### config.mk
export PLATFORM = sky130hd
export DESIGN_NAME = top_control_register
export DESIGN_NICKNAME = d
export VERILOG_FILES = /design/src/tof_ctrl_pkg.sv /design/src/top_control_register.sv
export VERILOG_INCLUDE_DIRS = /design/src
export SDC_FILE = /design/constraint.sdc
export NUM_CORES = 1
export LEC_CHECK = 0
export ABC_AREA = 1
export CORE_MARGIN = 1.5
export CORE_UTILIZATION = 45
export DETAILED_ROUTE_END_ITERATION = 12
export DONT_BUFFER_PORTS = 1
export PLACE_DENSITY = 0.63
export SYNTH_ARGS = -nofsm -noshare
export SYNTH_HDL_FRONTEND = slang
export SYNTH_SLANG_ARGS = --single-unit
### constraint.sdc
create_clock -name clk -period 1.4 [get_ports clk]
set_input_delay 0.28 -clock clk [delete_from_list [all_inputs] [get_ports clk]]
set_output_delay 0.28 -clock clk [all_outputs]
set_load 0.02 [all_outputs]
### src/tof_ctrl_params.svh
// Offsets, field positions and reset values of the top control register bank
`ifndef TOF_CTRL_PARAMS_SVH
`define TOF_CTRL_PARAMS_SVH
`define TOP_CONTROL_ADDR 8'h00
`define AMB_PHASE_COEFFS_ADDR 8'hB4
`define AMB_BREAKPOINTS_A_ADDR 8'hB8
`define ILLUM_SCALE_BP_ADDR 8'hB9
`define ONESHOT_POS 23
`define FORCE_ACCESS_POS 22
`define BYPASS_POS 21
`define CONT_ACCESS_POS 6
`define SOFT_RESET_POS 0
`define TOP_CONTROL_RESET 24'h000000
`define AUX_REG_RESET 24'h000000
`define TOP_CONTROL_WMASK 24'hE00041
`endif

### src/tof_ctrl_pkg.sv
// Types for the top control register bank
package tof_ctrl_pkg;
    typedef enum logic [1:0] {
        CAPT_IDLE = 2'b00,
        CAPT_RUN = 2'b01,
        CAPT_DONE = 2'b11
    } capture_state_t;
endpackage

### src/top_control_register.sv
// Top control register bank of the ranging front end
//
// Function
// - Writing one-shot bit starts single capture
// - One-shot bit self-clears when capture finishes
// - Forced-access bit lets internal host reach registers
// - Bypass disables internal host, joins buses
// - Continuous-access bit enables multi-register transfers
// - Soft reset bit restores all defaults
// - Reserved bits read zero, written zero
`timescale 1ns/100ps
`include "tof_ctrl_params.svh"

module top_control_register
    import tof_ctrl_pkg::*;
#(
    parameter int ADDR_W = 8,
    parameter int DATA_W = 24
) (
    // Clock, reset, enable
    input wire logic clk,
    input wire logic srst,
    input wire logic clk_en,
    // Register port from the slave interface
    input wire logic reg_wr,
    input wire logic reg_rd,
    input wire logic [ADDR_W-1:0] reg_addr,
    input wire logic [DATA_W-1:0] reg_wdata,
    output logic [DATA_W-1:0] reg_rdata,
    output logic reg_rvalid,
    // Capture engine
    input wire logic capture_done,
    output logic capture_start,
    output logic capture_busy,
    // Controls to the I2C paths
    output logic forced_access,
    output logic host_bypass,
    output logic internal_host_en,
    output logic continuous_access_enable,
    output logic device_reset
);

    logic oneshot_reg;
    logic force_reg;
    logic bypass_reg;
    logic cont_reg;
    logic soft_reset_reg;
    logic [DATA_W-1:0] coeff_reg;
    logic [DATA_W-1:0] bp_a_reg;
    logic [DATA_W-1:0] illum_reg;
    logic [DATA_W-1:0] rdata_next;
    capture_state_t capt_reg;
    logic ctrl_wr;
    logic rst_all;

    function automatic logic hit(input logic [ADDR_W-1:0] a, input logic [ADDR_W-1:0] b);
        return a == b;
    endfunction

    // Trigger is accepted when no capture is running
    function automatic logic trigger_ok(input capture_state_t s);
        return (s == CAPT_IDLE) || (s == CAPT_DONE);
    endfunction

    assign ctrl_wr = reg_wr && hit(reg_addr, ADDR_W'(`TOP_CONTROL_ADDR));
    // Soft reset pulse acts one cycle after the write
    assign rst_all = srst || (clk_en && soft_reset_reg);

    // Soft reset bit: set by write, clears itself on the next enabled cycle, when its reset acts
    always_ff @(posedge clk) begin
        if (srst) begin
            soft_reset_reg <= 1'b0;
        end else if (clk_en) begin
            soft_reset_reg <= ctrl_wr && reg_wdata[`SOFT_RESET_POS] && !soft_reset_reg;
        end
    end

    // Settings bits
    always_ff @(posedge clk) begin
        if (rst_all) begin
            force_reg <= 1'b0;
            bypass_reg <= 1'b0;
            cont_reg <= 1'b0;
        end else if (clk_en && ctrl_wr) begin
            force_reg <= reg_wdata[`FORCE_ACCESS_POS];
            bypass_reg <= reg_wdata[`BYPASS_POS];
            cont_reg <= reg_wdata[`CONT_ACCESS_POS];
        end
    end

    // One-shot capture sequencing
    always_ff @(posedge clk) begin
        if (rst_all) begin
            capt_reg <= CAPT_IDLE;
            oneshot_reg <= 1'b0;
        end else if (clk_en) begin
            case (capt_reg)
                // A trigger right after completion starts the next capture
                CAPT_IDLE, CAPT_DONE: begin
                    if (ctrl_wr && reg_wdata[`ONESHOT_POS]) begin
                        oneshot_reg <= 1'b1;
                        capt_reg <= CAPT_RUN;
                    end else begin
                        capt_reg <= CAPT_IDLE;
                    end
                end
                CAPT_RUN: begin
                    if (capture_done) begin
                        oneshot_reg <= 1'b0;
                        capt_reg <= CAPT_DONE;
                    end
                end
                default: begin
                    capt_reg <= CAPT_IDLE;
                    oneshot_reg <= 1'b0;
                end
            endcase
        end
    end

    // Coefficient and breakpoint registers
    always_ff @(posedge clk) begin
        if (rst_all) begin
            coeff_reg <= `AUX_REG_RESET;
            bp_a_reg <= `AUX_REG_RESET;
            illum_reg <= `AUX_REG_RESET;
        end else if (clk_en && reg_wr) begin
            if (hit(reg_addr, ADDR_W'(`AMB_PHASE_COEFFS_ADDR))) begin
                coeff_reg <= reg_wdata;
            end
            if (hit(reg_addr, ADDR_W'(`AMB_BREAKPOINTS_A_ADDR))) begin
                bp_a_reg <= reg_wdata;
            end
            if (hit(reg_addr, ADDR_W'(`ILLUM_SCALE_BP_ADDR))) begin
                illum_reg <= reg_wdata;
            end
        end
    end

    // Read mux; reserved control bits read zero
    always_comb begin
        rdata_next = '0;
        if (hit(reg_addr, ADDR_W'(`TOP_CONTROL_ADDR))) begin
            rdata_next[`ONESHOT_POS] = oneshot_reg;
            rdata_next[`FORCE_ACCESS_POS] = force_reg;
            rdata_next[`BYPASS_POS] = bypass_reg;
            rdata_next[`CONT_ACCESS_POS] = cont_reg;
            rdata_next[`SOFT_RESET_POS] = soft_reset_reg;
        end else if (hit(reg_addr, ADDR_W'(`AMB_PHASE_COEFFS_ADDR))) begin
            rdata_next = coeff_reg;
        end else if (hit(reg_addr, ADDR_W'(`AMB_BREAKPOINTS_A_ADDR))) begin
            rdata_next = bp_a_reg;
        end else if (hit(reg_addr, ADDR_W'(`ILLUM_SCALE_BP_ADDR))) begin
            rdata_next = illum_reg;
        end
    end

    always_ff @(posedge clk) begin
        if (srst) begin
            reg_rdata <= '0;
            reg_rvalid <= 1'b0;
        end else if (clk_en) begin
            reg_rvalid <= reg_rd;
            if (reg_rd) begin
                reg_rdata <= rdata_next;
            end
        end
    end

    assign capture_start = clk_en && ctrl_wr && reg_wdata[`ONESHOT_POS]
        && trigger_ok(capt_reg);
    assign capture_busy = oneshot_reg;
    assign forced_access = force_reg;
    assign host_bypass = bypass_reg;
    assign internal_host_en = !bypass_reg;
    assign continuous_access_enable = cont_reg;
    assign device_reset = soft_reset_reg;

    a_oneshot_set: assert property (@(posedge clk) disable iff (rst_all)
        capture_start |=> oneshot_reg)
        else $error("one-shot bit not set after trigger");
    a_no_retrigger: assert property (@(posedge clk) disable iff (srst)
        capture_busy |-> !capture_start)
        else $error("capture restarted while busy");
    a_oneshot_clear: assert property (@(posedge clk) disable iff (rst_all)
        (clk_en && oneshot_reg && capture_done) |=> !oneshot_reg)
        else $error("one-shot bit not cleared after capture");
    a_busy_holds: assert property (@(posedge clk) disable iff (rst_all)
        (capture_busy && !capture_done) |=> capture_busy)
        else $error("one-shot bit cleared before capture end");
    a_force_follow: assert property (@(posedge clk) disable iff (rst_all)
        (clk_en && ctrl_wr) |=> forced_access == $past(reg_wdata[`FORCE_ACCESS_POS]))
        else $error("forced access does not follow write");
    a_bypass_host: assert property (@(posedge clk) host_bypass |-> !internal_host_en)
        else $error("internal host active in bypass");
    a_bypass_follow: assert property (@(posedge clk) disable iff (rst_all)
        (clk_en && ctrl_wr) |=> host_bypass == $past(reg_wdata[`BYPASS_POS]))
        else $error("bypass does not follow write");
    a_cont_follow: assert property (@(posedge clk) disable iff (rst_all)
        (clk_en && ctrl_wr)
        |=> continuous_access_enable == $past(reg_wdata[`CONT_ACCESS_POS]))
        else $error("continuous access does not follow write");
    a_soft_reset: assert property (@(posedge clk) disable iff (srst)
        (clk_en && device_reset) |=> (!device_reset && !forced_access && !host_bypass
            && !capture_busy && !continuous_access_enable))
        else $error("soft reset did not restore defaults");
    a_soft_reset_take: assert property (@(posedge clk) disable iff (srst)
        (clk_en && ctrl_wr && reg_wdata[`SOFT_RESET_POS] && !device_reset)
        |=> device_reset)
        else $error("soft reset write ignored");
    a_reserved_zero: assert property (@(posedge clk) disable iff (srst)
        (reg_rvalid && $past(clk_en && reg_rd && hit(reg_addr, ADDR_W'(`TOP_CONTROL_ADDR))))
        |-> (reg_rdata & ~DATA_W'(`TOP_CONTROL_WMASK)) == '0)
        else $error("reserved control bits not zero");
    a_freeze_state: assert property (@(posedge clk) disable iff (srst)
        !clk_en |=> $stable({capture_busy, forced_access, host_bypass,
            continuous_access_enable, device_reset, reg_rvalid}))
        else $error("state changed while clock enable low");
    a_read_valid: assert property (@(posedge clk) disable iff (srst)
        (clk_en && reg_rd) |=> reg_rvalid)
        else $error("read not answered");

endmodule // top_control_register

Yosys cells after proc, flatten, opt, wreduce, memory -nomap -nowiden --
Cells that the tools add are included.
Word-level totals: register bits 104, bits of input ports 38, logic and storage cells 54
Operators by class: equal/unequal tests 7, multiplexer cells 14, reductions and logical operators 22
Operator list (count):
- two-way mux 24 bit | 3
- == test 8 bit (second input constant) | 3
- two-way mux 14 bit | 1
- AND reduction 2 bit | 5
- logical AND 1 bit | 9
- logical NOT 8 bit | 1
- two-way mux 1 bit | 5
- two-way mux 5 bit | 1
- inequality test 2 bit (second input constant) | 2
- one-hot mux 2 bit (2 select lines) | 1
- two-way mux 3 bit | 1
- AND reduction 3 bit | 1
- == test 2 x 1 -> 1 bit (second input constant) | 1
- == test 2 bit (second input constant) | 1
- logical NOT 1 bit | 2
- logical NOT 2 bit | 1
- logical OR 1 bit | 2
- two-way mux 2 bit | 1
- one-hot mux 1 bit (2 select lines) | 1
- OR reduction 2 bit | 1

Logic depth before layout (Yosys ltp) --
Gate-level depths: netlist of the first run.
word-level depth 5, depth in mapped cells 9

Worst setup path before layout of the first run --
Ideal clock, no wire load.
path kind reg2out, start register capt_reg[0], end output port capture_start, data arrival time 1.047 ns, required time 1.120 ns, path slack 0.073 ns, cell stages (with the launch flop) 5, path buffers 0, cell sequence dfxtp_1 > inv_1 > ha_1 > nand3_1 > nor2_1
Between the ends: longest elaborated chain between the ends 3, elaborated cells between the ends (all ways) 4, those cells by class eq/ne: 1; reduce/logical: 3
Ends and longest elaborated chain:
- start: declaration | line top_control_register.sv:52 | capture_state_t capt_reg;
- start signal: assignment | line top_control_register.sv:94 | capt_reg <= CAPT_IDLE;
- start signal: assignment | line top_control_register.sv:102 | capt_reg <= CAPT_RUN;
- start signal: assignment | line top_control_register.sv:104 | capt_reg <= CAPT_IDLE;
- == test 2 bit or logical NOT 2 bit (tied branches) | line top_control_register.sv:62 | return (s == CAPT_IDLE) || (s == CAPT_DONE);
- logical OR 1 bit (*) | line top_control_register.sv:62
- logical AND 1 bit (*) | line top_control_register.sv:170 | assign capture_start = clk_en && ctrl_wr && reg_wdata[`ONESHOT_POS]
- end: declaration | line top_control_register.sv:33 | output logic capture_start,
Mark *: on every way between the ends. The rest lies on a longest branch, timed or not.

Final worst setup path of the first run --
Ends and elaborated chain as after synthesis.

==> report_table.html, run 1 <==
<table>
<tr><th>Metric</th><th>Value</th></tr>
<tr><th colspan="2">Status</th></tr>
<tr><td>Result of the run</td><td>complete, but fails checks</td></tr>
<tr><td>Violated checks</td><td>setup timing</td></tr>
<tr><th colspan="2">Clock network</th></tr>
<tr><td>Root buf cell</td><td>sky130_fd_sc_hd__clkbuf_8</td></tr>
<tr><td>CTS clock-pin slew for the worst setup and hold paths</td><td>100 ps</td></tr>
<tr><td>Worst-Skew Late Latency</td><td>360 ps</td></tr>
<tr><td>Number of buffers between clock root and the deepest sink</td><td>2</td></tr>
<tr><td>Total clock buffers created by CTS</td><td>9</td></tr>
<tr><td>CTS tree</td><td>built</td></tr>
<tr><td>Clock H-tree levels</td><td>3</td></tr>
<tr><td>Clock net sink count</td><td>roughly 100</td></tr>
<tr><th colspan="2">Flow run</th></tr>
<tr><td>Number of violations of the max-capacitance limit</td><td>0</td></tr>
<tr><th colspan="2">Global routing</th></tr>
<tr><td>GRT Overall Usage</td><td>0.2105</td></tr>
<tr><td>Number of antenna violations at the first check in global routing</td><td>0</td></tr>
<tr><td>Number of global-route vias before repair</td><td>~3600</td></tr>
<tr><td>Pin count of the biggest net entering global routing</td><td>56</td></tr>
<tr><td>Global-route wire length before repair</td><td>18300 um</td></tr>
<tr><td>Congestion Overflow GR</td><td>0</td></tr>
<tr><th colspan="2">Timing</th></tr>
<tr><td>Sum of negative setup slack</td><td>-207.4 ps</td></tr>
<tr><td>Relative max-transition margin</td><td>0.7889</td></tr>
<tr><td>Endpoints failing setup</td><td>1</td></tr>
<tr><td>Fmax</td><td>between 600 and 700 MHz</td></tr>
<tr><td>Final number of hold-violating endpoints</td><td>0</td></tr>
<tr><td>Skew final</td><td>around 12 ps</td></tr>
<tr><td>RSZ-0062 raised after global routing</td><td>true</td></tr>
<tr><td>WHS</td><td>about 57 ps</td></tr>
<tr><td>Worst Slack Setup Final</td><td>-207.4 ps</td></tr>
<tr><td>Slew Viols, Final</td><td>0</td></tr>
<tr><td>Final critical-path required period</td><td>1607 ps</td></tr>
<tr><td>Final cycle utilization of the critical path</td><td>1.148</td></tr>
<tr><td>Transition at the pin with the smallest max-transition slack</td><td>between 300 and 400 ps</td></tr>
<tr><th colspan="2">Hold path</th></tr>
<tr><td>Worst Hold Depth</td><td>2</td></tr>
<tr><td>Class of the tightest hold or removal check</td><td>input pin to flip-flop</td></tr>
<tr><th colspan="2">Drt</th></tr>
<tr><td>Detailed Route Iter0 Violations</td><td>roughly 170</td></tr>
<tr><td>Number of DRC violations after detailed routing</td><td>0</td></tr>
<tr><td>Detailed Route WL</td><td>10970 um</td></tr>
<tr><td>Detail-routed via count per cell</td><td>5.075</td></tr>
<tr><td>Routed WL per cell</td><td>roughly 14 um</td></tr>
<tr><td>DR pass1 iterations</td><td>4</td></tr>
<tr><td>Residual antenna-violating net count after detailed routing</td><td>0</td></tr>
<tr><td>Detailed-route via count</td><td>around 3800</td></tr>
<tr><th colspan="2">Floorplan</th></tr>
<tr><td>Count of pins on the block boundary</td><td>70</td></tr>
<tr><td>DIE WIDTH</td><td>roughly 100 um</td></tr>
<tr><td>Placeable core region</td><td>roughly 10000 sq um</td></tr>
<tr><td>Number of rows created at floorplan</td><td>37</td></tr>
<tr><td>Total die area</td><td>between 10000 and 15000 sq um</td></tr>
<tr><td>Starting density of the core</td><td>0.4593</td></tr>
<tr><td>Height of the chip</td><td>105.0 um</td></tr>
<tr><th colspan="2">Placement</th></tr>
<tr><td>Placed cell areas</td><td>around 4900 sq um</td></tr>
<tr><td>Half-perimeter wire length after placement</td><td>around 7200 um</td></tr>
<tr><td>Setup Slack @ Placement</td><td>56.58 ps</td></tr>
<tr><td>Weighted congestion at the end of routability-driven global placement</td><td>~0.75</td></tr>
<tr><td>Number of buffers added on ports</td><td>0</td></tr>
<tr><th colspan="2">Synth</th></tr>
<tr><td>Commonest register cell after synthesis</td><td>sky130_fd_sc_hd__dfxtp_1</td></tr>
<tr><td>Main area contributors after synthesis</td><td>sky130_fd_sc_hd__dfxtp_1 45%, sky130_fd_sc_hd__nand3_1 11%, sky130_fd_sc_hd__a21oi_1 9.7%, sky130_fd_sc_hd__o21ai_0 8.5%, sky130_fd_sc_hd__inv_1 7.5%</td></tr>
<tr><td>Leading area contributor after synthesis</td><td>sky130_fd_sc_hd__dfxtp_1</td></tr>
<tr><td>Distinct cell type count of the synthesized netlist</td><td>23</td></tr>
<tr><td>Synth Net Count</td><td>663</td></tr>
<tr><td>Yosys warning count</td><td>0</td></tr>
<tr><td>Share of the synthesized area in the top cell type</td><td>0.4450</td></tr>
<tr><td>Async set-or-reset flop fraction in the synthesized netlist</td><td>0</td></tr>
<tr><td>Sequential element share of the synthesized area</td><td>0.4450</td></tr>
<tr><td>Synthesized area per cell</td><td>approximately 7.5 sq um</td></tr>
<tr><td>Synthesized flop and latch total</td><td>between 100 and 150</td></tr>
<tr><td>Netlist area before placement</td><td>4678 sq um</td></tr>
<tr><td>Synthesized instance count</td><td>622</td></tr>
<tr><td>EDFF count, synth</td><td>0</td></tr>
<tr><th colspan="2">Cells and area</th></tr>
<tr><td>Most frequent standard cell in the layout excluding fill and tap cells</td><td>sky130_fd_sc_hd__dfxtp_1</td></tr>
<tr><td>Final instance area</td><td>5131 sq um</td></tr>
<tr><td>Number of diodes</td><td>0</td></tr>
<tr><td>Area growth from synthesis to final layout</td><td>9.682%</td></tr>
<tr><td># nets final</td><td>658</td></tr>
<tr><td>Most frequent cells in the layout</td><td>102 x sky130_fd_sc_hd__dfxtp_1, 101 x sky130_fd_sc_hd__nand3_1, 92 x sky130_fd_sc_hd__inv_1</td></tr>
<tr><td>Post-layout util</td><td>0.5038</td></tr>
<tr><td>Share of cells above drive strength 1</td><td>0.1222</td></tr>
<tr><th colspan="2">Setup path</th></tr>
<tr><td>Kind of end point of the critical path</td><td>primary output</td></tr>
<tr><td>Setup slack on the worst flop-to-flop path</td><td>60 ps</td></tr>
<tr><td>Setup Crit Path Kind</td><td>flip-flop to primary output</td></tr>
<tr><td>Critical Path Fanout Max</td><td>2</td></tr>
<tr><td>WP data required</td><td>1120 ps</td></tr>
<tr><td>Data arrival, critical path</td><td>1330 ps</td></tr>
<tr><td>Crit path launch type</td><td>flip-flop</td></tr>
<tr><td>Reg2reg path depth</td><td>8</td></tr>
<tr><th colspan="2">Power and ir drop</th></tr>
<tr><td>Max VDD drop</td><td>0.4678 mV</td></tr>
<tr><td>Power per cell area</td><td>976.3 nW/um^2</td></tr>
<tr><td>Leakage power summed over all cells</td><td>1.804 nW</td></tr>
</table>
-- logic make-up (layout without fill, tap and decap cells) --
| logic type | count (synthesis) | after routing | synth area share |
|---|---|---|---|
| AO/OA/AOI/OAI | 182 | 182 | 0.2057 |
| buffers and inverters | 140 | 140 | 0.1409 |
| adder cells (fa/ha/maj) | 3 | 3 | 0.008024 |
| flip-flops | 104 | 104 | 0.4450 |
| AND/OR/NAND/NOR | 193 | 193 | 0.2003 |
-- repair_timing --
action	4_1_cts	5_1_grt
endpoints found under the setup margin	1	4
pin swaps	2	3
setup buffers	2	2
endpoints found under the hold margin	25	0
resized for setup	4	7
hold buffers	1	0
-- critical path, stage by stage, from the launching register on --
cell and delay (ps):
sky130_fd_sc_hd__dfxtp_2 350, sky130_fd_sc_hd__inv_2 50, sky130_fd_sc_hd__ha_4 270, sky130_fd_sc_hd__nand3_4 80
sky130_fd_sc_hd__nor2_4 90, sky130_fd_sc_hd__buf_6 120
-- Yosys cell counts (2+ instances only) --
cell type / number
sky130_fd_sc_hd__buf_6: 12
sky130_fd_sc_hd__nand2_1: 67
sky130_fd_sc_hd__buf_4: 5
sky130_fd_sc_hd__a21oi_2: 10
sky130_fd_sc_hd__a21oi_1: 91
sky130_fd_sc_hd__o21ai_0: 79
sky130_fd_sc_hd__nand2_2: 2
sky130_fd_sc_hd__nor2_1: 13
sky130_fd_sc_hd__nand3_2: 2
sky130_fd_sc_hd__inv_1: 93
sky130_fd_sc_hd__ha_1: 3
sky130_fd_sc_hd__clkbuf_1: 15
sky130_fd_sc_hd__nor2_4: 4
sky130_fd_sc_hd__buf_2: 11
sky130_fd_sc_hd__inv_2: 3
sky130_fd_sc_hd__nand3_1: 102
sky130_fd_sc_hd__dfxtp_1: 104
-- stage by stage --
step | instances | total power, mW
floorplan | 622 | 3.241
global placement | 737 | 3.294
detailed placement | 737 | 3.299
CTS | 756 | 5.053
global route | 758 | 5.210
finish | 758 | 5.010
-- path summary, 6_finish.rpt --
check,startpoint,endpoint
setup / recovery,capt_reg[0]$_SDFFE_PP0P_,capture_start
hold / removal,reg_wdata[0],device_reset$_SDFFE_PP0P_
setup reg to reg,capt_reg[0]$_SDFFE_PP0P_,capture_busy$_SDFFE_PP0P_
hold reg to reg,bp_a_reg[4]$_SDFFE_PP0P_,bp_a_reg[4]$_SDFFE_PP0P_
-- routing by layer --
| metal | vias to the layer above | wire length (um) | global-route usage | part of all wire |
|---|---|---|---|---|
| li1 | 2023 | - | - | - |
| met1 | 1732 | 5278 | 0.2915 | 0.48 |
| met2 | 84 | 4875 | 0.3231 | 0.44 |
| met3 | 8 | 702 | 0.05365 | 0.064 |
| met4 | 0 | 114 | 0.06164 | 0.010 |
| met5 | - | 0 | 0 | 0 |
-- final cells by class --
type	instances	area, sq um
Clock buffer	11	151.4
Clock inverter	5	28.78
Fill cell	1021	5054
Inverter	96	360.3
Multi-Input combinational cell	378	1972
Sequential cell	104	2085
Tap cell	136	170.2
Timing Repair Buffer	28	364.1
-- power breakdown --
part           internal (mW)  total, mW  switching (mW)  leakage [nW]
sequential              2.96       2.97         0.00807         0.839
combinational          0.108      0.302           0.194         0.867
clock                  0.739       1.73           0.995        0.0993
No activity file was read; power rests on OpenSTA's default activity.
==> inputs of run 2 (changes only) <==
--- a/config.mk
+++ b/config.mk
@@ -6,7 +6,6 @@
 export SDC_FILE = /design/constraint.sdc
 export NUM_CORES = 1
 export LEC_CHECK = 0
-export ABC_AREA = 1
 export CORE_MARGIN = 1.5
 export CORE_UTILIZATION = 45
 export DETAILED_ROUTE_END_ITERATION = 12
==> run 2 against run 1 <==
The flow still finishes with violations (setup timing). Area after synthesis down 2.5%. Setup slack worse by 68 ps. First-iteration DRC count up 26%. Critical path depth down 2. Final cell count down 2.8%. Maximum frequency down 4.0%.
==> report_table.html, run 2 <==
<table>
<tr><th>Metric</th><th>Value</th></tr>
<tr><th colspan="2">Status</th></tr>
<tr><td>Result of the run</td><td>complete, but fails checks</td></tr>
<tr><td>Violated checks</td><td>setup timing</td></tr>
<tr><th colspan="2">Global routing</th></tr>
<tr><td>Global-route wire length before repair</td><td>20660 um (+13%)</td></tr>
<tr><td>Pin count of the biggest net entering global routing</td><td>53 (-5.4%)</td></tr>
<tr><td>GRT Overall Usage</td><td>0.2395 (+0.02898)</td></tr>
<tr><td>Number of global-route vias before repair</td><td>4289 (+19%)</td></tr>
<tr><td>Congestion Overflow GR</td><td>0 (unchanged)</td></tr>
<tr><td>Number of antenna violations at the first check in global routing</td><td>0 (unchanged)</td></tr>
<tr><th colspan="2">Power and ir drop</th></tr>
<tr><td>Overall Power</td><td>5.140 mW (+2.6%)</td></tr>
<tr><td>Max VDD drop</td><td>0.5526 mV (+18%)</td></tr>
<tr><td>Leakage power summed over all cells</td><td>1.843 nW (+2.1%)</td></tr>
<tr><td>Power per cell area</td><td>936.8 nW/um^2 (-4.0%)</td></tr>
<tr><th colspan="2">Setup path</th></tr>
<tr><td>Slowest cell on the critical path</td><td>sky130_fd_sc_hd__or4_4</td></tr>
<tr><td>Critical Path, Cell by Cell</td><td>or4_4 &gt; nor4_4 &gt; and3_4</td></tr>
<tr><td>Data arrival, critical path</td><td>1390 ps (+60 ps)</td></tr>
<tr><td>Setup Crit Path Kind</td><td>input pin to primary output</td></tr>
<tr><td>WP data required</td><td>1120 ps (about the same)</td></tr>
<tr><td>Delay of the slowest cell on the worst path</td><td>540 ps (+190 ps)</td></tr>
<tr><td>Critical Path Fanout Max</td><td>3 (+1)</td></tr>
<tr><td>Crit path launch type</td><td>input pin</td></tr>
<tr><td>Kind of end point of the critical path</td><td>primary output</td></tr>
<tr><th colspan="2">Placement</th></tr>
<tr><td>Number of buffers added on ports</td><td>0 (unchanged)</td></tr>
<tr><td>Weighted congestion at the end of routability-driven global placement</td><td>0.7862 (+5.1%)</td></tr>
<tr><td>Half-perimeter wire length after placement</td><td>8547 um (+18%)</td></tr>
<tr><td>Count of placed standard cells including taps</td><td>716 (-2.8%)</td></tr>
<tr><td>Setup Slack @ Placement</td><td>-283.9 ps (-340.5 ps)</td></tr>
<tr><th colspan="2">Synth</th></tr>
<tr><td>Synthesized area per cell</td><td>7.741 sq um (+2.9%)</td></tr>
<tr><td>Netlist area before placement</td><td>4559 sq um (-2.5%)</td></tr>
<tr><td>Commonest register cell after synthesis</td><td>sky130_fd_sc_hd__dfxtp_1</td></tr>
<tr><td>Synthesized instance count</td><td>589 (-5.3%)</td></tr>
<tr><td>Top cell types by occurrence after synthesis</td><td>118 x sky130_fd_sc_hd__nand2_1, 104 x sky130_fd_sc_hd__dfxtp_1, 75 x sky130_fd_sc_hd__a21oi_1</td></tr>
<tr><td>Main area contributors after synthesis</td><td>sky130_fd_sc_hd__dfxtp_1 46%, sky130_fd_sc_hd__nand2_1 9.7%, sky130_fd_sc_hd__a21oi_1 8.2%, sky130_fd_sc_hd__o21ai_0 6.6%, sky130_fd_sc_hd__nand3_1 5.3%</td></tr>
<tr><td>Yosys warning count</td><td>0 (unchanged)</td></tr>
<tr><td>Share of the synthesized area in the top cell type</td><td>0.4566 (+0.01160)</td></tr>
<tr><td>Distinct cell type count of the synthesized netlist</td><td>33 (+43%)</td></tr>
<tr><td>Sequential element share of the synthesized area</td><td>0.4566 (+0.01160)</td></tr>
<tr><td>Async set-or-reset flop fraction in the synthesized netlist</td><td>0 (unchanged)</td></tr>
<tr><td>EDFF count, synth</td><td>0 (unchanged)</td></tr>
<tr><td>Synthesized flop and latch total</td><td>104 (unchanged)</td></tr>
<tr><td>Synth Net Count</td><td>630 (-5.0%)</td></tr>
<tr><td>Most instantiated library cell after synthesis</td><td>sky130_fd_sc_hd__nand2_1</td></tr>
<tr><td>Leading area contributor after synthesis</td><td>sky130_fd_sc_hd__dfxtp_1</td></tr>
<tr><th colspan="2">Clock network</th></tr>
<tr><td>CTS clock-pin slew for the worst setup and hold paths</td><td>110 ps (about the same)</td></tr>
<tr><td>CTS tree</td><td>built</td></tr>
<tr><td>Worst-Skew Late Latency</td><td>370 ps (about the same)</td></tr>
<tr><td>Total clock buffers created by CTS</td><td>9 (unchanged)</td></tr>
<tr><td>Number of buffers between clock root and the deepest sink</td><td>2 (unchanged)</td></tr>
<tr><td>Root buf cell</td><td>sky130_fd_sc_hd__clkbuf_8</td></tr>
<tr><td>Clock H-tree levels</td><td>3 (unchanged)</td></tr>
<tr><td>Clock net sink count</td><td>104 (unchanged)</td></tr>
<tr><th colspan="2">Drt</th></tr>
<tr><td>Detailed Route Iter0 Violations</td><td>209 (+26%)</td></tr>
<tr><td>Routed WL per cell</td><td>16.78 um (+16%)</td></tr>
<tr><td>Detail-routed via count per cell</td><td>5.716 (+13%)</td></tr>
<tr><td>Number of DRC violations after detailed routing</td><td>0 (unchanged)</td></tr>
<tr><td>Detailed-route via count</td><td>4213 (+9.5%)</td></tr>
<tr><td>Detailed Route WL</td><td>12370 um (+13%)</td></tr>
<tr><td>Residual antenna-violating net count after detailed routing</td><td>0 (unchanged)</td></tr>
<tr><td>DR pass1 iterations</td><td>4 (unchanged)</td></tr>
<tr><th colspan="2">Cells and area</th></tr>
<tr><td>Share of cells above drive strength 1</td><td>0.2185 (+0.09636)</td></tr>
<tr><td># nets final</td><td>640 (-2.7%)</td></tr>
<tr><td>Most frequent cells in the layout</td><td>117 x sky130_fd_sc_hd__nand2_1, 102 x sky130_fd_sc_hd__dfxtp_1, 72 x sky130_fd_sc_hd__a21oi_1</td></tr>
<tr><td>Most frequent standard cell in the layout excluding fill and tap cells</td><td>sky130_fd_sc_hd__nand2_1</td></tr>
<tr><td>Number of diodes</td><td>0 (unchanged)</td></tr>
<tr><td>Area growth from synthesis to final layout</td><td>20.33%</td></tr>
<tr><td>Fin cells</td><td>737 (-2.8%)</td></tr>
<tr><th colspan="2">Timing</th></tr>
<tr><td>Skew final</td><td>10.24 ps (-2.077 ps)</td></tr>
<tr><td>Final critical-path required period</td><td>1675 ps (+67.58 ps)</td></tr>
<tr><td>Relative max-transition margin</td><td>0.7625 (-0.02641)</td></tr>
<tr><td>Final cycle utilization of the critical path</td><td>1.196 (+0.04827)</td></tr>
<tr><td>RSZ-0062 raised after global routing</td><td>true</td></tr>
<tr><td>Slew Viols, Final</td><td>0 (unchanged)</td></tr>
<tr><td>Worst Slack Setup Final</td><td>-275.0 ps (-67.58 ps)</td></tr>
<tr><td>Transition at the pin with the smallest max-transition slack</td><td>355.8 ps (+42.44 ps)</td></tr>
<tr><td>Fmax</td><td>597.0 MHz (-4.0%)</td></tr>
<tr><td>Final number of hold-violating endpoints</td><td>0 (unchanged)</td></tr>
<tr><td>Endpoints failing setup</td><td>1 (unchanged)</td></tr>
<tr><td>WHS</td><td>31.43 ps (-25.37 ps)</td></tr>
<tr><th colspan="2">Floorplan</th></tr>
<tr><td>Count of pins on the block boundary</td><td>70 (unchanged)</td></tr>
<tr><td>Placeable core region</td><td>9819 sq um (-3.6%)</td></tr>
<tr><td>Total die area</td><td>10740 sq um (-2.5%)</td></tr>
<tr><td>Starting density of the core</td><td>0.4643 (+0.004985)</td></tr>
<tr><td>Number of rows created at floorplan</td><td>36 (-2.7%)</td></tr>
<tr><td>Height of the chip</td><td>103.7 um (-1.2%)</td></tr>
<tr><td>DIE WIDTH</td><td>103.7 um (-1.2%)</td></tr>
<tr><th colspan="2">Flow run</th></tr>
<tr><td>Number of violations of the max-capacitance limit</td><td>0 (unchanged)</td></tr>
<tr><th colspan="2">Hold path</th></tr>
<tr><td>Class of the tightest hold or removal check</td><td>input pin to flip-flop</td></tr>
</table>
==> run 2: cell types whose count changed after synthesis, sizes merged, moves of 4 or more <==
cell / delta
clkbuf: +24
inv: -90
or3: +6
o21ai: +18
nand2: +48
nand2b: +25
nor4: +5
nand3: -57
a21oi: -27
or4: +4
mux2i: +5
nor2: -12
a22oi: +24
buf: -17
==> run 2: critical path, delay by kind of cell <==
family	cells	cell delay (ps)
and+or+nand+nor	3	1110
==> run 2: layout make-up <==
cell class                 count  area [sq um]
tap                          133         166.4
inverter                       6         22.52
timing repair buffer          50         484.2
clock buffer                  10         137.6
clock inverter                 6         52.55
sequential                   104          2085
multi-input combinational    428          2539
fill                         931          4333
==> run 2: cells by family after synthesis <==
group	count (synthesis)	synth area share
compound gates	199	0.2344
fa+ha+maj	3	0.008234
buf+inv	57	0.05653
flops	104	0.4566
mux	6	0.01345
simple gates	220	0.2308
==> run 2: power breakdown <==
group | internal [mW] | switching (mW) | leakage (nW)
clock | 0.721 | 1.09 | 0.0910
combinational | 0.139 | 0.212 | 0.914
sequential | 2.96 | 0.00932 | 0.839
==> run 2: per-stage QoR <==
step                      instance area, sq um  utilization  TNS, ps
after CTS                                 5416       0.5516   -252.1
after detailed placement                  5185       0.5280   -24750
after floorplan                           4853            -   -21400
after global placement                    5185       0.5280   -22460
final                                     5487       0.5587   -275.0
after global routing                      5487       0.5587   -341.7
==> run 2: worst paths after layout <==
| check | end | slack (ps) | depth (start not counted) | start |
|---|---|---|---|---|
| setup / recovery | capture_start | -270 | 3 | reg_addr[5] |
| hold / removal | coeff_reg[3]$_SDFFE_PP0P_ | 30 | 2 | reg_wdata[3] |
| hold reg to reg | coeff_reg[6]$_SDFFE_PP0P_ | 460 | 2 | coeff_reg[6]$_SDFFE_PP0P_ |
| setup reg to reg | capt_reg[0]$_SDFFE_PP0P_ | 40 | 6 | capt_reg[1]$_SDFFE_PP0P_ |
==> run 2: repair_timing <==
item	in CTS	in global routing
hold buffers	2	0
endpoints found under the hold margin	2	0
setup buffers	0	3
gates resized for setup	4	9
gates cloned	0	0
setup endpoints to repair	2	41
pin swaps	1	3
==> run 2: per-layer routing <==
metal / track usage / vias to the layer above / routed length [um]
met2: 0.4033 / 110 / 6127
met3: 0.05790 / 28 / 747
li1: - / 2064 / -
met1: 0.2839 / 2011 / 5093
met5: 0 / - / 0
met4: 0.1230 / 0 / 400
